### src/pkg/rtseq_pkg.sv
package rtseq_pkg;

   // ****************************************************************
   // timing
   // ****************************************************************
   localparam int unsigned CLK_PERIOD_NS = 50;
   localparam int unsigned POWERUP_DELAY_PERIOD_MS = 72;
   localparam int unsigned POWERUP_DELAY_CYCLES =
      (POWERUP_DELAY_PERIOD_MS * 1000000 + CLK_PERIOD_NS - 1) / CLK_PERIOD_NS;
   localparam int unsigned BROWNOUT_MIN_DURATION_US = 100;
   localparam int unsigned BROWNOUT_MIN_CYCLES =
      (BROWNOUT_MIN_DURATION_US * 1000 + CLK_PERIOD_NS - 1) / CLK_PERIOD_NS;
   localparam int unsigned PIN_FILTER_NS = 200;
   localparam int unsigned PIN_FILTER_CYCLES = (PIN_FILTER_NS + CLK_PERIOD_NS - 1) / CLK_PERIOD_NS;
   localparam int unsigned OSC_STARTUP_COUNT = 1024;

   localparam int unsigned POWERUP_DELAY_TIMER_CNT_W = 21;
   localparam int unsigned BOR_CNT_W = 11;
   localparam int unsigned OST_CNT_W = 11;
   localparam int unsigned FILT_CNT_W = 3;

   // ****************************************************************
   // oscillator modes and reset causes
   // ****************************************************************
   localparam logic [1:0] RESISTOR_CAP_OSC_MODE = 2'h3;
   localparam logic [1:0] HIGH_SPEED_CRYSTAL_MODE = 2'h2;
   localparam logic [1:0] STANDARD_CRYSTAL_MODE = 2'h1;
   localparam logic [1:0] LOW_POWER_CRYSTAL_MODE = 2'h0;

   localparam logic [2:0] CAUSE_POWER_ON = 3'h0;
   localparam logic [2:0] CAUSE_PIN_RUN = 3'h1;
   localparam logic [2:0] CAUSE_PIN_SLEEP = 3'h2;
   localparam logic [2:0] CAUSE_WDT_RESET = 3'h3;
   localparam logic [2:0] CAUSE_WDT_WAKE = 3'h4;
   localparam logic [2:0] CAUSE_BROWNOUT = 3'h5;
   localparam logic [2:0] CAUSE_IRQ_WAKE = 3'h6;

   // ****************************************************************
   // register map
   // ****************************************************************
   localparam int unsigned ADDR_W = 12;
   localparam logic [11:0] STATUS_OFFSET = 12'h000;
   localparam logic [11:0] POWER_CONTROL_REGISTER_OFFSET = 12'h004;
   localparam logic [11:0] FLAG_CONTROL_OFFSET = 12'h008;
   localparam logic [11:0] RETAIN_OFFSET = 12'h00C;

   localparam int unsigned ST_TIMEOUT_BIT = 0;
   localparam int unsigned ST_POWERDOWN_BIT = 1;
   localparam int unsigned ST_CAUSE_LSB = 4;
   localparam int unsigned ST_STATE_LSB = 8;
   localparam int unsigned ST_CORE_RESET_BIT = 16;
   localparam int unsigned ST_CORE_STALL_BIT = 17;
   localparam int unsigned PCR_BROWNOUT_BIT = 0;
   localparam int unsigned PCR_POWER_ON_BIT = 1;
   localparam int unsigned FC_RESTORE_BIT = 0;

   // ****************************************************************
   // carriers
   // ****************************************************************
   typedef struct packed {
      logic [1:0] osc_mode_fuses;
      logic powerup_delay_enable_fuse;
      logic brownout_enable_fuse;
   } rtseq_fuse_t;

   typedef struct packed {
      logic psel;
      logic penable;
      logic pwrite;
      logic [ADDR_W-1:0] paddr;
      logic [31:0] pwdata;
   } rtseq_apb_req_t;

   typedef struct packed {
      logic [31:0] prdata;
      logic pready;
      logic pslverr;
   } rtseq_apb_rsp_t;

   typedef struct packed {
      logic [2:0] cause;
      logic timeout_flag;
      logic powerdown_flag;
   } rtseq_status_t;

endpackage

### src/hw/rtseq_top.sv
`timescale 1ns/1ps

// Summary of operation
// - each reset is classed as power-on, pin run, pin sleep, watchdog, wake or brown-out
// - the retained register is never touched by any reset
// - core registers initialise on every reset cause except watchdog or interrupt wake-up
// - a filter drops short pulses on the external reset pin
// - watchdog reset acts inside only; the external pin is never driven
// - power-up delay of 72 ms holds reset, only after power-on or brown-out
// - power-up delay counts core clock cycles and has a configuration enable
// - start-up counter counts 1024 oscillator input rising edges after the power-up delay
// - start-up count only in crystal modes, on power-on or wake-up
// - enabled brown-out resets after low supply lasting 100 us
// - brown-out holds reset while supply is low, then full power-up delay
// - supply dipping during the power-up delay restarts the brown-out sequence
// - enabled brown-out forces the power-up delay on
// - power-up runs delay, then start-up count, then leaves reset
// - pin held low through all delays starts execution on its release
// - timeout and powerdown flags record the reset cause
// - high-speed mode accepts an external clock on the oscillator input
// - oscillator mode codes: 11 rc, 10 high-speed, 01 standard, 00 low-power
// - power-up delay enable fuse is active low
// - flags: 11 power/brown-out, 01 watchdog, 00 watchdog wake, 10 pin sleep or interrupt wake
// - power-on status bit cleared by power-on, else kept until software sets
module rtseq_top
   import rtseq_pkg::*;
#(
   parameter int unsigned POWERUP_DELAY_TIMER_CYCLES = POWERUP_DELAY_CYCLES
) (
   // clock and reset
   input wire logic clk_sys,
   input wire logic reset,
   // pins and supply detectors
   input wire logic external_reset_pin_n,
   input wire logic osc_input_pin,
   input wire logic por_detect,
   input wire logic low_supply,
   // configuration fuses
   input wire rtseq_fuse_t fuses,
   // core events
   input wire logic sleep_enter,
   input wire logic watchdog_timeout,
   input wire logic irq_wake,
   // register bus
   input wire rtseq_apb_req_t apb_req,
   output rtseq_apb_rsp_t apb_rsp,
   // core control and status
   output logic core_reset,
   output logic core_stall,
   output logic core_wake,
   output rtseq_status_t status
);

   // ****************************************************************
   // helpers
   // ****************************************************************
   function automatic logic is_crystal(input logic [1:0] mode);
      // high-speed covers an external clock on the same input
      is_crystal = (mode != RESISTOR_CAP_OSC_MODE);
   endfunction

   function automatic logic is_wake(input logic [2:0] c);
      is_wake = (c == CAUSE_WDT_WAKE) || (c == CAUSE_IRQ_WAKE);
   endfunction

   function automatic logic is_power_cause(input logic [2:0] c);
      is_power_cause = (c == CAUSE_POWER_ON) || (c == CAUSE_BROWNOUT);
   endfunction

   typedef enum logic [4:0] {
      ST_HOLD = 5'h01,
      ST_POWERUP_DELAY_TIMER = 5'h02,
      ST_OST = 5'h04,
      ST_RUN = 5'h08,
      ST_SLEEP = 5'h10
   } rtseq_state_t;

   rtseq_state_t state;
   rtseq_state_t next_state;
   logic [2:0] cause;
   logic [2:0] next_cause;
   logic cause_load;
   logic wake_seq;
   logic next_wake_seq;
   logic [1:0] pin_sync;
   logic [1:0] osc_sync;
   logic [1:0] por_sync;
   logic [1:0] low_sync;
   logic osc_prev;
   logic osc_rise;
   logic pin_low;
   logic pin_low_prev;
   logic [FILT_CNT_W-1:0] filt_cnt;
   logic [BOR_CNT_W-1:0] bor_cnt;
   logic bor_en;
   logic bor_low;
   logic bor_trip;
   logic [POWERUP_DELAY_TIMER_CNT_W-1:0] powerup_delay_timer_cnt;
   logic [OST_CNT_W-1:0] ost_cnt;
   logic powerup_delay_timer_done;
   logic ost_done;
   logic uses_powerup_delay_timer;
   logic ost_needed;
   logic por_status;
   logic bor_status;
   logic [31:0] retain;
   logic bus_setup;
   logic bus_access;
   logic addr_hit;
   logic wr_pcr;
   logic wr_flag;
   logic wr_retain;
   logic [31:0] rd_data;

   // ****************************************************************
   // input synchronisers
   // ****************************************************************
   always_ff @(posedge clk_sys) begin
      if (reset) begin
         pin_sync <= 2'h3;
         osc_sync <= 2'h0;
         por_sync <= 2'h0;
         low_sync <= 2'h0;
      end else begin
         pin_sync <= {pin_sync[0], external_reset_pin_n};
         osc_sync <= {osc_sync[0], osc_input_pin};
         por_sync <= {por_sync[0], por_detect};
         low_sync <= {low_sync[0], low_supply};
      end
   end

   // oscillator edges counted in the core clock once synchronised
   always_ff @(posedge clk_sys) begin
      if (reset) begin
         osc_prev <= 1'b0;
      end else begin
         osc_prev <= osc_sync[1];
      end
   end
   assign osc_rise = osc_sync[1] & ~osc_prev;

   // ****************************************************************
   // external reset pin filter
   // ****************************************************************
   // a level change must persist for the filter time before it counts
   always_ff @(posedge clk_sys) begin
      if (reset) begin
         filt_cnt <= '0;
         pin_low <= 1'b0;
         pin_low_prev <= 1'b0;
      end else begin
         pin_low_prev <= pin_low;
         if (pin_sync[1] != pin_low) begin
            filt_cnt <= '0;
         end else if (filt_cnt == FILT_CNT_W'(PIN_FILTER_CYCLES - 1)) begin
            filt_cnt <= '0;
            pin_low <= ~pin_low;
         end else begin
            filt_cnt <= filt_cnt + FILT_CNT_W'(1);
         end
      end
   end

   // ****************************************************************
   // brown-out detection
   // ****************************************************************
   assign bor_en = fuses.brownout_enable_fuse;
   assign bor_low = bor_en & low_sync[1];

   always_ff @(posedge clk_sys) begin
      if (reset) begin
         bor_cnt <= '0;
      end else if (!bor_low) begin
         bor_cnt <= '0;
      end else if (bor_cnt != BOR_CNT_W'(BROWNOUT_MIN_CYCLES)) begin
         bor_cnt <= bor_cnt + BOR_CNT_W'(1);
      end
   end

   // trips once, when the dip reaches the minimum duration
   assign bor_trip = bor_low && (bor_cnt == BOR_CNT_W'(BROWNOUT_MIN_CYCLES - 1));

   // ****************************************************************
   // sequencer
   // ****************************************************************
   assign uses_powerup_delay_timer = is_power_cause(cause) &&
      (!fuses.powerup_delay_enable_fuse || bor_en);
   assign ost_needed = is_crystal(fuses.osc_mode_fuses) &&
      (cause == CAUSE_POWER_ON || is_wake(cause));
   assign powerup_delay_timer_done = (powerup_delay_timer_cnt == POWERUP_DELAY_TIMER_CNT_W'(POWERUP_DELAY_TIMER_CYCLES - 1));
   assign ost_done = osc_rise && (ost_cnt == OST_CNT_W'(OSC_STARTUP_COUNT - 1));

   always_comb begin
      next_state = state;
      next_cause = cause;
      cause_load = 1'b0;
      if (por_sync[1]) begin
         next_state = ST_HOLD;
         next_cause = CAUSE_POWER_ON;
         cause_load = 1'b1;
      end else if (bor_trip) begin
         next_state = ST_HOLD;
         next_cause = CAUSE_BROWNOUT;
         cause_load = 1'b1;
      end else begin
         case (state)
            ST_HOLD: begin
               // pin level does not block the delays
               if (!bor_low) begin
                  if (uses_powerup_delay_timer) begin
                     next_state = ST_POWERUP_DELAY_TIMER;
                  end else if (ost_needed) begin
                     next_state = ST_OST;
                  end else begin
                     next_state = ST_RUN;
                  end
               end
            end
            ST_POWERUP_DELAY_TIMER: begin
               if (bor_low) begin
                  next_state = ST_HOLD;
               end else if (powerup_delay_timer_done) begin
                  next_state = ost_needed ? ST_OST : ST_RUN;
               end
            end
            ST_OST: begin
               if (ost_done) begin
                  next_state = ST_RUN;
               end
            end
            ST_RUN: begin
               if (pin_low && !pin_low_prev) begin
                  next_cause = CAUSE_PIN_RUN;
                  cause_load = 1'b1;
               end else if (watchdog_timeout) begin
                  // internal reset only, one cycle through the hold state
                  next_state = ST_HOLD;
                  next_cause = CAUSE_WDT_RESET;
                  cause_load = 1'b1;
               end else if (sleep_enter) begin
                  next_state = ST_SLEEP;
               end
            end
            ST_SLEEP: begin
               if (pin_low && !pin_low_prev) begin
                  next_state = ST_RUN;
                  next_cause = CAUSE_PIN_SLEEP;
                  cause_load = 1'b1;
               end else if (watchdog_timeout || irq_wake) begin
                  next_state = is_crystal(fuses.osc_mode_fuses) ? ST_OST : ST_RUN;
                  next_cause = watchdog_timeout ? CAUSE_WDT_WAKE : CAUSE_IRQ_WAKE;
                  cause_load = 1'b1;
               end
            end
            default: begin
               next_state = ST_HOLD;
            end
         endcase
      end
   end

   assign next_wake_seq = cause_load ? is_wake(next_cause) : wake_seq;

   always_ff @(posedge clk_sys) begin
      if (reset) begin
         state <= ST_HOLD;
         cause <= CAUSE_POWER_ON;
         wake_seq <= 1'b0;
      end else begin
         state <= next_state;
         cause <= next_cause;
         wake_seq <= next_wake_seq;
      end
   end

   // ****************************************************************
   // stage counters
   // ****************************************************************
   always_ff @(posedge clk_sys) begin
      if (reset) begin
         powerup_delay_timer_cnt <= '0;
      end else if (state != ST_POWERUP_DELAY_TIMER || cause_load) begin
         powerup_delay_timer_cnt <= '0;
      end else if (!powerup_delay_timer_done) begin
         powerup_delay_timer_cnt <= powerup_delay_timer_cnt + POWERUP_DELAY_TIMER_CNT_W'(1);
      end
   end

   always_ff @(posedge clk_sys) begin
      if (reset) begin
         ost_cnt <= '0;
      end else if (state != ST_OST || cause_load) begin
         ost_cnt <= '0;
      end else if (osc_rise) begin
         ost_cnt <= ost_cnt + OST_CNT_W'(1);
      end
   end

   // ****************************************************************
   // core control outputs
   // ****************************************************************
   always_ff @(posedge clk_sys) begin
      if (reset) begin
         core_reset <= 1'b1;
         core_stall <= 1'b1;
         core_wake <= 1'b0;
      end else begin
         // wake-up stalls the core but leaves its registers alone
         core_reset <= ((next_state != ST_RUN) && (next_state != ST_SLEEP) && !next_wake_seq)
            || pin_low;
         core_stall <= (next_state != ST_RUN) || pin_low;
         core_wake <= (next_state == ST_RUN) && (state != ST_RUN) && next_wake_seq;
      end
   end

   // ****************************************************************
   // reset flags
   // ****************************************************************
   always_ff @(posedge clk_sys) begin
      if (reset) begin
         status.cause <= CAUSE_POWER_ON;
         status.timeout_flag <= 1'b1;
         status.powerdown_flag <= 1'b1;
      end else begin
         status.cause <= next_cause;
         if (cause_load) begin
            case (next_cause)
               CAUSE_WDT_RESET: begin
                  status.timeout_flag <= 1'b0;
                  status.powerdown_flag <= 1'b1;
               end
               CAUSE_WDT_WAKE: begin
                  status.timeout_flag <= 1'b0;
                  status.powerdown_flag <= 1'b0;
               end
               CAUSE_PIN_SLEEP, CAUSE_IRQ_WAKE: begin
                  status.timeout_flag <= 1'b1;
                  status.powerdown_flag <= 1'b0;
               end
               CAUSE_PIN_RUN: begin
                  status.timeout_flag <= status.timeout_flag;
                  status.powerdown_flag <= status.powerdown_flag;
               end
               default: begin
                  status.timeout_flag <= 1'b1;
                  status.powerdown_flag <= 1'b1;
               end
            endcase
         end else if (state == ST_RUN && sleep_enter) begin
            status.timeout_flag <= 1'b1;
            status.powerdown_flag <= 1'b0;
         end else if (wr_flag && apb_req.pwdata[FC_RESTORE_BIT]) begin
            status.timeout_flag <= 1'b1;
            status.powerdown_flag <= 1'b1;
         end
      end
   end

   // hardware clear beats a software set in the same cycle
   always_ff @(posedge clk_sys) begin
      if (reset) begin
         por_status <= 1'b0;
         bor_status <= 1'b0;
      end else begin
         if (cause_load && next_cause == CAUSE_POWER_ON) begin
            por_status <= 1'b0;
         end else if (wr_pcr && apb_req.pwdata[PCR_POWER_ON_BIT]) begin
            por_status <= 1'b1;
         end
         if (cause_load && next_cause == CAUSE_BROWNOUT) begin
            bor_status <= 1'b0;
         end else if (wr_pcr && apb_req.pwdata[PCR_BROWNOUT_BIT]) begin
            bor_status <= 1'b1;
         end
      end
   end

   // ****************************************************************
   // register bus
   // ****************************************************************
   assign bus_setup = apb_req.psel & ~apb_req.penable;
   assign bus_access = apb_req.psel & apb_req.penable;
   assign addr_hit = (apb_req.paddr == STATUS_OFFSET)
      || (apb_req.paddr == POWER_CONTROL_REGISTER_OFFSET)
      || (apb_req.paddr == FLAG_CONTROL_OFFSET)
      || (apb_req.paddr == RETAIN_OFFSET);
   assign wr_pcr = bus_access && apb_req.pwrite && (apb_req.paddr == POWER_CONTROL_REGISTER_OFFSET);
   assign wr_flag = bus_access && apb_req.pwrite && (apb_req.paddr == FLAG_CONTROL_OFFSET);
   assign wr_retain = bus_access && apb_req.pwrite && (apb_req.paddr == RETAIN_OFFSET);
   assign apb_rsp = '{rd_data, bus_access, bus_access & ~addr_hit};

   // kept across every reset, including the bus reset
   always_ff @(posedge clk_sys) begin
      if (wr_retain) begin
         retain <= apb_req.pwdata;
      end
   end

   // read data captured in the setup cycle
   always_ff @(posedge clk_sys) begin
      if (reset) begin
         rd_data <= '0;
      end else if (bus_setup) begin
         rd_data <= '0;
         case (apb_req.paddr)
            STATUS_OFFSET: begin
               rd_data[ST_TIMEOUT_BIT] <= status.timeout_flag;
               rd_data[ST_POWERDOWN_BIT] <= status.powerdown_flag;
               rd_data[ST_CAUSE_LSB +: 3] <= status.cause;
               rd_data[ST_STATE_LSB +: 5] <= state;
               rd_data[ST_CORE_RESET_BIT] <= core_reset;
               rd_data[ST_CORE_STALL_BIT] <= core_stall;
            end
            POWER_CONTROL_REGISTER_OFFSET: begin
               rd_data[PCR_POWER_ON_BIT] <= por_status;
               rd_data[PCR_BROWNOUT_BIT] <= bor_status;
            end
            RETAIN_OFFSET: begin
               rd_data <= retain;
            end
            default: begin
               rd_data <= '0;
            end
         endcase
      end
   end

endmodule // rtseq_top

### config.mk
export PLATFORM = sky130hd
export DESIGN_NAME = rtseq_top
export DESIGN_NICKNAME = d
export VERILOG_FILES = /design/src/pkg/rtseq_pkg.sv /design/src/hw/rtseq_top.sv
export SDC_FILE = /design/constraint.sdc
export NUM_CORES = 1
export LEC_CHECK = 0
export BUFFER_PORTS_ARGS = -buffer_cell sky130_fd_sc_hd__buf_2
export CAP_MARGIN = 20
export CORE_MARGIN = 2
export CORE_UTILIZATION = 30
export DETAILED_ROUTE_END_ITERATION = 8
export GPL_TIMING_DRIVEN = 0
export HOLD_SLACK_MARGIN = 0.1
export SYNTH_ARGS = -nofsm -noshare
export SYNTH_HDL_FRONTEND = slang
export SYNTH_SLANG_ARGS = --single-unit
### constraint.sdc
create_clock -name clk_sys -period 5.36 [get_ports clk_sys]
set_input_delay 1.34 -clock clk_sys [delete_from_list [all_inputs] [get_ports clk_sys]]
set_output_delay 1.34 -clock clk_sys [all_outputs]
set_load 0.02 [all_outputs]
==> flow_metrics.py <==
metrics = {
    "grt": {
        "grt_pass1_wl_mm": 21.0,
        "grtUsageTotal": 0.135,
        "antenna_found_initial": 0,
        "gr-total-overflow": 0,
        "grt_pass1_vias": 4180,
        "grt_start_max_net_pins": 28,
    },
    "floorplan": {
        "start_util": 0.308,
        "die_y_um": 141,
        "dieArea_um2": 19800,
        "io_pins": 102,
        "rows": 49,
        "core_um2": 18100,
        "die_x_um": 141,
    },
    "worst_setup_path": {
        "path_class": "in -> out",
        "rr_endpoint": "powerup_delay_timer_cnt[8]",
        "reg2reg_from": "bor_cnt[1]",
        "cp-start-kind": "input port",
        "cp.required_ns": 4.02,
        "r2r_slack_ns": 2.83,
        "worst-path-max-fanout": 5,
        "rr_worst_depth": 9,
        "end_kind": "output pin",
        "crit_arrival_ns": 2.41,
    },
    "route": {
        "drt_iter0_drc": 191,
        "vias": 4395,
        "wire_per_inst_um": 13.9,
        "wirelength_mm": 12.9,
        "antenna_left": 0,
        "remaining_drc_errors": 0,
        "drt-pass1-iter-count": 5,
        "avgViaCountPerCell": 4.75,
    },
    "sta": {
        "worst_pin_slew_ns": 0.635,
        "fin_crit_sh": 0.699,
        "grt_setup_unrepaired": "no",
        "finalSetupTns_ns": 0,
        "setup_viol": 0,
        "fmax_mhz": 267,
        "report.final.slew_viol_count": 0,
        "skew_ns": 0.00958,
        "hold_viol": 0,
        "relSlewSlack": 0.575,
        "layout_min_cycle_time_ns": 3.75,
    },
    "pwr": {
        "power_uw": 2350,
        "power_leakage_uw": 0.00260,
        "ir_drop_v": 0.000170,
        "p_per_area_nw_per_um2": 336,
    },
    "clock_tree": {
        "cts_resized": 0,
        "cts_tree": "done",
        "clk_path_buf_depth": 2,
        "cts_root_buf": "clkbuf_16",
        "clk_latency_ns": 0.42,
        "htree_levels": 4,
        "clock-sinks": 137,
        "path_clk_slew_ns": 0.05,
        "cts_setup_buffers": 0,
        "cts_hold_buf": 0,
        "cts_buffers": 17,
    },
    "logic_synthesis": {
        "synth_nets": 629,
        "synth_cell_type_count": 63,
        "ys_top_cells_by_count": "dfxtp_1, nor2_1, a22oi_1",
        "synth_area_leader_cell": "dfxtp_1",
        "yosys_warnings": 0,
        "async_reset_ff_frac": 0,
        "synth.area.top_cells": "dfxtp_1, edfxtp_1, nor2_1",
        "yosysTopAreaCellShare": 0.376,
        "yosysMostFrequentCell": "dfxtp_1",
        "postSynthAreaPerCell_um2": 9.93,
        "synth-main-ff-cell": "dfxtp_1",
        "synth_edf_count": 32,
        "yosysSeqAreaShare": 0.548,
        "synth_cells": 563,
        "ys_ff_latch": 137,
        "syn_area_um2": 5590,
    },
    "finish": {
        "drive_above_1_share": 0.215,
        "nFillCells": 1819,
        "diodes": 0,
        "nNetsFinal": 750,
        "area_growth_pct": 25.2,
    },
    "hold_path": {
        "hp-start": "pin_sync[0]",
        "worstHoldPathCells": 1,
        "hold_end": "pin_sync[1]",
        "hp-class": "reg -> reg",
    },
    "place": {
        "portBuffers": 101,
        "dp_hpwl_mm": 9.58,
        "gp_congestion": 0.788,
    },
    "run_status": {
        "status": "finished clean",
    },
    "job": {
        "cap_violations": 0,
    },
}
==> cell families after synthesis <==
logic type,count (synthesis),synth area share
fa+ha+maj,6,0.0134
mux,5,0.00962
flops,137,0.548
buf+inv,37,0.0275
compound gates,93,0.122
xor+xnor,40,0.0653
simple gates,245,0.215
==> registers in the layout, summed over array words and instances (netlist names), 2 cells and up <==
name / count
bor_cnt: 11
filt_cnt: 3
low_sync: 2
osc_sync: 2
ost_cnt: 11
pin_sync: 2
por_sync: 2
powerup_delay_timer_cnt: 21
rd_data: 32
retain: 32
state: 5
status: 5
==> cells in the final DEF, fill, tap and decap left out, types with 5 or more instances in the layout <==
| cell type | synthesis | layout |
|---|---|---|
| o21ai_0 | 6 | 6 |
| nor2_1 | 103 | 102 |
| clkbuf_16 | 0 | 17 |
| inv_1 | 11 | 11 |
| xnor2_1 | 17 | 17 |
| nor2b_1 | 15 | 15 |
| a21oi_1 | 13 | 13 |
| and3_1 | 9 | 9 |
| nor4_1 | 6 | 6 |
| nand2b_1 | 6 | 6 |
| nor3_1 | 22 | 22 |
| ha_1 | 6 | 6 |
| a22o_1 | 10 | 10 |
| edfxtp_1 | 32 | 32 |
| xor2_1 | 21 | 21 |
| buf_2 | 3 | 104 |
| nand2_1 | 29 | 29 |
| a22oi_1 | 36 | 36 |
| dfxtp_1 | 105 | 105 |
| nand4_1 | 8 | 8 |
| a211oi_1 | 5 | 5 |
| clkbuf_1 | 20 | 25 |
| nand3_1 | 18 | 18 |
| and2_1 | 6 | 6 |
==> routing by layer <==
metal / part of all wire / track usage / vias up / wire length [um]
li1: - / - / 2233 / -
met1: 0.47 / 0.172 / 2014 / 6090
met2: 0.45 / 0.218 / 130 / 5810
met3: 0.060 / 0.0383 / 18 / 778
met4: 0.017 / 0.0521 / 0 / 223
met5: 0 / 0 / - / 0
==> report_power, final <==
part / leakage, uW / internal, uW / total, uW / switching (uW)
Sequential: 0.00114 / 1060 / 1070 / 5.57
Clock: 0.000286 / 753 / 1170 / 417
Combinational: 0.00118 / 47.7 / 113 / 65.4
==> final cells by class <==
class,instances,area [um2],share of cell area
sequential,137,3060,0.437
multi-input combinational,389,2380,0.340
timing repair buffer,102,526,0.0750
clock buffer,24,472,0.0673
tap,229,287,0.0409
clock inverter,8,120,0.0171
buffer,26,113,0.0161
inverter,11,41.3,0.00589
==> critical path, stage by stage <==
cell,delay (ns)
buf_2,0.09
nor4_1,0.36
nand3_1,0.25
and2_1,0.22
buf_2,0.15
==> metrics by stage <==
stage	setup WS (ns)	hold WS, ns	area [um2]	utilization	std cells
6_report	1.61	0.417	7000	0.386	926
5_1_grt	1.47	0.444	7000	0.386	926
4_1_cts	1.60	0.423	7000	0.386	926
3_5_place_dp	1.60	0.411	6410	0.353	894
3_3_place_gp	0.687	0.407	6380	0.352	893
2_1_floorplan	1.70	0.389	5590	-	563
==> worst max-delay path by stage <==
stage | start | endpoint | depth (start not counted)
after floorplan | apb_req[43] | retain[0] | 3
after global placement | apb_req[37] | retain[12] | 4
after detailed placement | apb_req[43] | apb_rsp[0] | 5
after CTS | apb_req[43] | apb_rsp[0] | 5
after global routing | apb_req[37] | apb_rsp[0] | 5
final | apb_req[43] | apb_rsp[0] | 5
(Power assumes the default switching activity.)
